<file path="config.mk">
export PLATFORM = sky130hd
export DESIGN_NAME = slc_bound_cmp
export DESIGN_NICKNAME = d
export VERILOG_FILES = /design/src/verilog/slc_bound_cmp.v
export VERILOG_INCLUDE_DIRS = /design/src /design/src/verilog
export SDC_FILE = /design/constraint.sdc
export NUM_CORES = 1
export LEC_CHECK = 0
export ABC_CLOCK_PERIOD_IN_PS = 2600
export BUFFER_PORTS_ARGS = -buffer_cell sky130_fd_sc_hd__buf_4
export CAP_MARGIN = 20
export CORE_AREA = 5 5 42 44
export DETAILED_ROUTE_END_ITERATION = 6
export DIE_AREA = 0 0 47 49
export PLACE_DENSITY = 0.68
export SYNTH_ARGS = -nofsm -noshare
export SYNTH_HDL_FRONTEND = slang
export SYNTH_SLANG_ARGS = --single-unit
</file>
<file path="constraint.sdc">
create_clock -name vclk -period 2.6
set_input_delay 0 -clock vclk [all_inputs]
set_output_delay 0 -clock vclk [all_outputs]
set_load 0.005 [all_outputs]
</file>
<file path="src/verilog/slc_map.vh">
/*
 * Constants for the stack limit checker: widths, reset values, fixed floor,
 * and push word layout.
 * Assumes a 16-bit data space with byte addresses and word-aligned stack.
 */
`ifndef SLC_MAP_VH
`define SLC_MAP_VH

// Address and data width
`define SLC_AW 16
// Underflow floor, stack below this would hit the control register region
`define SLC_FLOOR 16'h0800
// Stack pointer reset value, the first legal free word
`define SLC_SP_RST 16'h0800
// Stack step in bytes for one word
`define SLC_STEP 16'h0002
// Word alignment bit position
`define SLC_ALIGN_BIT 0
// Top bit of the high return word
`define SLC_HI_MSB 15
// Width of the status low byte
`define SLC_STAT_W 8
// Program counter width
`define SLC_PC_W 23
// Push kinds
`define SLC_PK_DATA 2'h0
`define SLC_PK_CALL 2'h1
`define SLC_PK_EXC 2'h2

`endif

</file>
<file path="src/verilog/slc_bound_cmp.v">
/*
 * Bound comparator for one stack effective address.
 * Assumes the address and bound are already word aligned; pure combinational.
 */
`timescale 1ns/10ps
`default_nettype none
`include "slc_map.vh"

module slc_bound_cmp #(
    parameter AW = `SLC_AW
) (
    // Address under test
    input wire [AW-1:0] ea,
    input wire is_push,
    input wire is_pop,
    // Limits
    input wire [AW-1:0] upper_bound,
    // Results
    output wire over,
    output wire under
);

    // Push beyond the bound; a push at the bound itself is still legal
    assign over = is_push & (ea > upper_bound);
    // Any stack access that lands below the floor
    assign under = (is_push | is_pop) & (ea < `SLC_FLOOR);

endmodule
`default_nettype wire

</file>
## Word-level counts from Yosys, hierarchy flattened

Cells that the tools add are included.

- Magnitude comparators: 2
- Bitwise logic cells: 3

Operator list:

| operator | count |
|---|---|
| $gt A16 B16 Y1 | 1 |
| $lt A16 B12 Y1 const B | 1 |
| $and A1 B1 Y1 | 2 |
| $or A1 B1 Y1 | 1 |

- Bits in registers: 0
- Bits of input ports: 34
- Output and inout bits: 2

## Logic depth before layout (Yosys ltp)

Gate-level depths: netlist of run 1.

- Word-level depth: 2
- Depth in mapped cells: 6
- Mapped depth without buffers: 6

## Worst setup path after synthesis of run 1

No wires, ideal clock.

- Path type: input port to output port
- Start point: in upper_bound[14]
- End point: out over
- Arrival time: 1.300 ns
- Slack: 1.300 ns
- Stages: 6
- Cells stage by stage: inv_1 > ha_1 > nand4_1 > or4_1 > a21o_1 > a31oi_1

- Longest elaborated chain between the ends: 2

Ends and longest elaborated chain:

| item | RTL line | RTL |
|---|---|---|
| start, declared | slc_bound_cmp.v:17 | `input wire [AW-1:0] upper_bound,` |
| $gt A16 B16 Y1 | slc_bound_cmp.v:24 | `assign over = is_push & (ea > upper_bound);` |
| $and A1 B1 Y1 | slc_bound_cmp.v:24 |  |
| end, declared | slc_bound_cmp.v:19 | `output wire over,` |

No other way between the ends.

## Worst setup path in the final report of run 1

- Start point: in ea[14]
- End point: out over

- Longest elaborated chain between the ends: 2

Ends and longest elaborated chain:

| item | RTL line | RTL |
|---|---|---|
| start, declared | slc_bound_cmp.v:13 | `input wire [AW-1:0] ea,` |
| $gt A16 B16 Y1 | slc_bound_cmp.v:24 |  |
| $and A1 B1 Y1 | slc_bound_cmp.v:24 |  |

No other way between the ends.

==> impl_metrics.csv, run 1 <==
group,metric,value,unit
layout,fin_nets,148,
detailed_routing,drt_iter0_drc,2,
layout,seq_area,0,µm²
logic_synthesis,synth_cell_type_count,16,
sta,rsz0062_at_grt,"no",
layout,n_clock_buffer,0,
run_status,outcome,"finished clean",
logic_synthesis,yosysWarnings,0,
detailed_routing,firstDrtPassIters,2,
setup_path,crit_path_start_kind,"input pin",
layout,seq_cell_count,0,
detailed_routing,ant_nets,0,
logic_synthesis,synth.area.mux_share,0,%
layout,area_growth,70.3,%
placed_design,place.gp.congestion,0.716,
logic_synthesis,synth.net_count,110,
placed_design,place_area,703,µm²
logic_synthesis,synth_top_family_by_area,"adder cells",
logic_synthesis,synth_compound_area_share,19.4,%
global_route,grt_antenna_before_repair,0,
logic_synthesis,yosys.area_share.simple,17.6,%
sta,tightestPinTransition,0.258,ns
layout,drive_gt1_share,37.5,%
layout,final_core_util,50.2,%
placed_design,port_buffers,36,
sta,tns,0,ns
logic_synthesis,syn_area_per_cell,6.88,µm²
power,p_per_area,133,nW/µm²
die,dieArea,2300,µm²
logic_synthesis,netlist_instances,60,
logic_synthesis,synth_fa_ha_area_share,48.5,%
placed_design,dp_hpwl,1060,µm
clock_tree,post-cts-setup-buffer-count,0,
detailed_routing,vias_per_cell,4.69,
die,core,1400,µm²
layout,multi_input_area,353,µm²
setup_path,crit_arrival,1.60,ns
layout,fillCellCount,153,
logic_synthesis,ys_seq_area_share,0,%
power,p_leak,0.422,nW
die,ios,36,
logic_synthesis,synthXorXnorAreaFrac,0,%
sta,relSlewSlack,82.8,%
layout,n_antenna_cell,0,
detailed_routing,drc_errors,0,
die,dieWidth,47,µm
worst_hold_path,hp-class,"input pin to output port",
setup_path,path_class,"input pin to output port",
clock_tree,ctsHoldBuffers,0,
sta,period_share,61.4,%
global_route,overflow,0,
sta,fin_crit,1.60,ns
sta,clock.fmax,627,MHz
detailed_routing,wirelength,1090,µm
detailed_routing,vias,525,
global_route,first_global_vias,507,
clock_tree,cts-resized-gates,0,
setup_path,path_max_fanout,3,
setup_path,end_kind,"output port",
power,peakVddDrop,0.0517,mV
placed_design,placed_cells,112,
sta,hold_violations,0,
layout,fin_area,703,µm²
setup_path,cp.required,2.60,ns
die,die_y,49,µm
die,start_util,29.5,%
job,cap_violations,0,
global_route,grt_usage,9.19,%
power,power,0.0938,mW
sta,finalMaxSlewViolations,0,
die,rows,14,
global_route,grt_start_max_net_pins,4,
detailed_routing,wl_per_cell,9.71,µm
logic_synthesis,netlist_area,413,µm²
sta,setup_viol,0,
layout,finalNonFillerCells,112,
global_route,grt_pass1_wl,1770,µm
power breakdown:
| group | leakage [nW] | switching, mW | internal [mW] |
|---|---|---|---|
| Combinational | 0.422 | 0.0363 | 0.0575 |
| Sequential | 0 | 0 | 0 |
| Clock | 0 | 0 | 0 |
kinds of logic (layout without fill, tap and decap cells):
group	Yosys count	in the layout
buffers and inverters	16	52
AND/OR/NAND/NOR	14	14
adder cells (fa/ha/maj)	16	16
AO/OA/AOI/OAI	14	14
per-layer routing:
metal  track usage (%)  share of wire (%)
met1              12.0                 39
met2              16.5                 51
met3              1.11                 10
met4                 0                  0
met5                 0                  0
synth_stat cells:
master | count | area, µm²
inv_1 | 16 | 60.1
nand2_1 | 4 | 15.0
a31oi_1 | 1 | 6.26
ha_1 | 16 | 200
nand2b_1 | 1 | 6.26
o21ai_0 | 4 | 20.0
a21o_1 | 1 | 7.51
nand3_1 | 1 | 5.00
nor4_1 | 1 | 6.26
a21oi_1 | 6 | 30.0
o211ai_1 | 1 | 7.51
nand4_1 | 3 | 18.8
a221oi_1 | 1 | 8.76
nor2_1 | 2 | 7.51
or4_1 | 1 | 7.51
nor2b_1 | 1 | 6.26
metrics by stage:
| stage | setup slack [ns] | hold WS [ns] |
|---|---|---|
| 2_1_floorplan | 1.30 | 0.0341 |
| 3_3_place_gp | 1.06 | 0.248 |
| 3_5_place_dp | 1.01 | 0.251 |
| 4_1_cts | 1.00 | 0.251 |
| 5_1_grt | 0.846 | 0.264 |
| 6_report | 1.00 | 0.249 |
cells in the final DEF, fill, tap and decap left out:
cell,n
o21ai_0,4
buf_4,36
nor2b_1,1
nor4_1,1
nand3_1,1
ha_1,16
nor2_1,2
or4_1,1
inv_1,16
a31oi_1,1
nand2b_1,1
nand4_1,3
o211ai_1,1
a21o_1,1
a21oi_1,6
nand2_1,4
a221oi_1,1
area by class of cell:
class	count	area share [%]
Multi-Input combinational cell	44	50.2
Timing Repair Buffer	36	38.4
Inverter	16	8.54
Tap cell	16	2.85
worst max-delay path, stage by stage:
cell and delay [ns]:
buf_4 0.11, ha_1 0.31, nand4_1 0.14, or4_1 0.57
a21o_1 0.17, a31oi_1 0.16, buf_4 0.13
final timing paths:
check / from / endpoint / slack [ns] / depth (start not counted)
max: ea[14] / over / 1.00 / 7
min: ea[14] / under / 0.25 / 3
No activity file was read; power rests on OpenSTA's default activity.
==> run 2: changes to the inputs <==
--- a/config.mk
+++ b/config.mk
@@ -6,13 +6,14 @@
 export SDC_FILE = /design/constraint.sdc
 export NUM_CORES = 1
 export LEC_CHECK = 0
-export ABC_CLOCK_PERIOD_IN_PS = 2600
+export ABC_AREA = 1
+export ABC_CLOCK_PERIOD_IN_PS = 1600
 export BUFFER_PORTS_ARGS = -buffer_cell sky130_fd_sc_hd__buf_4
 export CAP_MARGIN = 20
 export CORE_AREA = 5 5 42 44
 export DETAILED_ROUTE_END_ITERATION = 6
 export DIE_AREA = 0 0 47 49
-export PLACE_DENSITY = 0.68
+export PLACE_DENSITY = 0.71
 export SYNTH_ARGS = -nofsm -noshare
 export SYNTH_HDL_FRONTEND = slang
 export SYNTH_SLANG_ARGS = --single-unit
==> constraint.sdc (replaced) <==
create_clock -name vclk -period 1.6
set_input_delay 0 -clock vclk [all_inputs]
set_output_delay 0 -clock vclk [all_outputs]
set_load 0.005 [all_outputs]
==> run 2 against run 1 <==
Non-clock buffer count stayed put. Worst setup slack worse by 0.43 ns. Clock-buffer cell count stayed put. Power is 73% higher. Synthesized area is 8.8% higher. First-iteration DRC count is 100% lower. Die area stayed put. Wire length is 0.83% lower. Design area is 5.2% higher. Highest routed layer unchanged. Combinational power is 73% higher. Largest power group unchanged. Via count is 8.6% higher. Final cell count is 13% higher.
==> impl_metrics.csv, run 2 <==
group,metric,value,unit
logic_synthesis,yosysWarnings,0,
logic_synthesis,netlist_area,449,µm²
layout,final_common_cell,"buf_4",
layout,n_antenna_cell,0,
die,dieWidth,47,µm
detailed_routing,vias_per_cell,4.49,
die,rows,14,
placed_design,dp_hpwl,1070,µm
setup_path,end_kind,"output port",
clock_tree,post-cts-setup-buffer-count,0,
sta,clock.fmax,971,MHz
detailed_routing,firstDrtPassIters,1,
setup_path,path_class,"input pin to output port",
sta,finalMaxSlewViolations,0,
layout,final_cell_mix,"buf_4, inv_1, nand2_1",
worst_hold_path,hp-class,"input pin to output port",
global_route,overflow,0,
clock_tree,cts-resized-gates,0,
sta,period_share,64.4,%
setup_path,crit_path_start_kind,"input pin",
logic_synthesis,synth_area_leaders,"ha_1, inv_1, nand2_1, a21oi_1, o21ai_0",
layout,n_clock_buffer,0,
worst_hold_path,holdCritStartpoint,"ea[12]",
setup_path,crit_arrival,1.03,ns
placed_design,place.gp.congestion,0.706,
layout,area_growth,64.6,%
logic_synthesis,syn_area_per_cell,5.99,µm²
power,power,0.162,mW
worst_hold_path,hold_path_depth,3,
detailed_routing,drc_errors,0,
power,power_frac_comb,100.0,%
logic_synthesis,synth_top_area_share,44.6,%
logic_synthesis,netlist_instances,75,
die,ios,36,
setup_path,crit_slowest_cell,"ha_1",
sta,relSlewSlack,85.1,%
placed_design,port_buffers,36,
layout,drive_gt1_share,34.2,%
setup_path,cp.required,1.60,ns
detailed_routing,ant_nets,0,
worst_hold_path,min_delay_worst_endpoint,"under",
run_status,outcome,"finished clean",
layout,seq_cell_count,0,
sta,setup_viol,0,
global_route,grt_start_max_net_pins,4,
layout,seq_area,0,µm²
setup_path,cp_cell_sequence,"buf_4 > ha_1 > nand2_1 > nor2_2 > nand2_1 > o21ai_0 > a21oi_1 > buf_4",
sta,hold_violations,0,
setup_path,max_stage_delay,0.29,ns
job,cap_violations,0,
sta,fin_crit,1.03,ns
detailed_routing,wl_per_cell,8.49,µm
die,die_y,49,µm
detailed_routing,vias,570,
sta,tightestPinTransition,0.222,ns
power,p_int,0.0963,mW
logic_synthesis,synth.net_count,125,
logic_synthesis,synth_most_common_cell,"inv_1",
layout,fillCellCount,158,
sta,rsz0062_at_grt,"no",
detailed_routing,wirelength,1080,µm
global_route,first_global_vias,505,
global_route,grt_antenna_before_repair,0,
power,swShare,40.6,%
global_route,grt_pass1_wl,1680,µm
sta,tns,0,ns
power,p_per_area,219,nW/µm²
logic_synthesis,synth_cell_type_count,12,
power,p_leak,0.478,nW
logic_synthesis,ys_top_cells_by_count,"inv_1, nand2_1, ha_1",
logic_synthesis,ys_seq_area_share,0,%
global_route,grt_usage,8.70,%
power,seq_power_share,0,%
power,peakVddDrop,0.0977,mV
setup_path,path_max_fanout,2,
power,p_switching,0.0657,mW
detailed_routing,drt_iter0_drc,0,
layout,fin_nets,163,
setup_path,crit_start,"ea[15]",
power,clockPowerShare,0,%
die,start_util,32.1,%
die,dieArea,2300,µm²
die,core,1400,µm²
logic_synthesis,synth_top_cell_by_area,"ha_1",
clock_tree,ctsHoldBuffers,0,
-- run 2: cell types whose count changed in the layout (fill, tap and decap cells not counted) --
cell | previous run | this run
nand2_1 | 4 | 18
inv_1 | 16 | 20
nand4_1 | 3 | 1
nor2_1 | 2 | 4
nor2_2 | 0 | 2
a21oi_1 | 6 | 7
a221oi_1 | 1 | 0
a31oi_1 | 1 | 0
clkinv_1 | 0 | 1
nand2b_1 | 1 | 0
nor2b_1 | 1 | 0
o211ai_1 | 1 | 0
o21ai_0 | 4 | 3
or4_1 | 1 | 0
-- run 2: cell families (layout without fill, tap and decap cells) --
| logic type | after synthesis | count (layout) | synth area share (%) |
|---|---|---|---|
| buffers and inverters | 21 | 57 | 17.5 |
| AOI/OAI and AO/OA | 11 | 11 | 12.8 |
| and+or+nand+nor | 27 | 27 | 25.1 |
| adders and majority gates | 16 | 16 | 44.6 |
-- run 2: area by class of cell --
class              instances  area, µm²  area share, %
inverters                 21       78.8           10.7
multi-input cells         54        370           50.1
well taps                 16       20.0           2.71
repair buffers            36        270           36.5
-- run 2: how the worst max path moves through the flow --
stage                     cells after the start  slack [ns]  endpoint
after CTS                                     8        0.56      over
after global routing                          8        0.40      over
after floorplan                               8        0.85      over
final                                         8        0.57      over
after detailed placement                      8        0.56      over
after global placement                        8        0.58      over
-- run 2: layer usage --
layer | part of all wire (%) | GRT usage (%) | routed length, µm | vias to the layer above
li1 | - | - | - | 309
met1 | 36 | 9.35 | 385 | 241
met2 | 55 | 18.1 | 589 | 20
met3 | 9.6 | 0.369 | 103 | 0
met4 | 0 | 0 | 0 | 0
met5 | 0 | 0 | 0 | -
-- run 2: critical path: cells and delay by family --
kind / cells / cell delay, ns
AO/OA/AOI/OAI: 2 / 0.22
adder cells (fa/ha/maj): 1 / 0.29
buffers and inverters: 2 / 0.24
AND/OR/NAND/NOR: 3 / 0.28
-- run 2: metrics by stage --
stage               util (%)  worst slack (ns)  std cells  hold slack (ns)  area [µm²]
finish                  52.8             0.570        127            0.247         739
global route            52.8             0.398        127            0.252         739
CTS                     52.8             0.559        127            0.248         739
detailed placement      52.8             0.559        127            0.247         739
global placement        52.8             0.576        127            0.247         739
floorplan                  -             0.847         75           0.0341         449
-- run 2: power groups by stage --
| stage | Clock, mW | Combinational [mW] | Sequential (mW) |
|---|---|---|---|
| global route | 0 | 0.189 | 0 |
| finish | 0 | 0.162 | 0 |
| floorplan | 0 | 0.0796 | 0 |
| detailed placement | 0 | 0.165 | 0 |
| global placement | 0 | 0.160 | 0 |
| CTS | 0 | 0.166 | 0 |
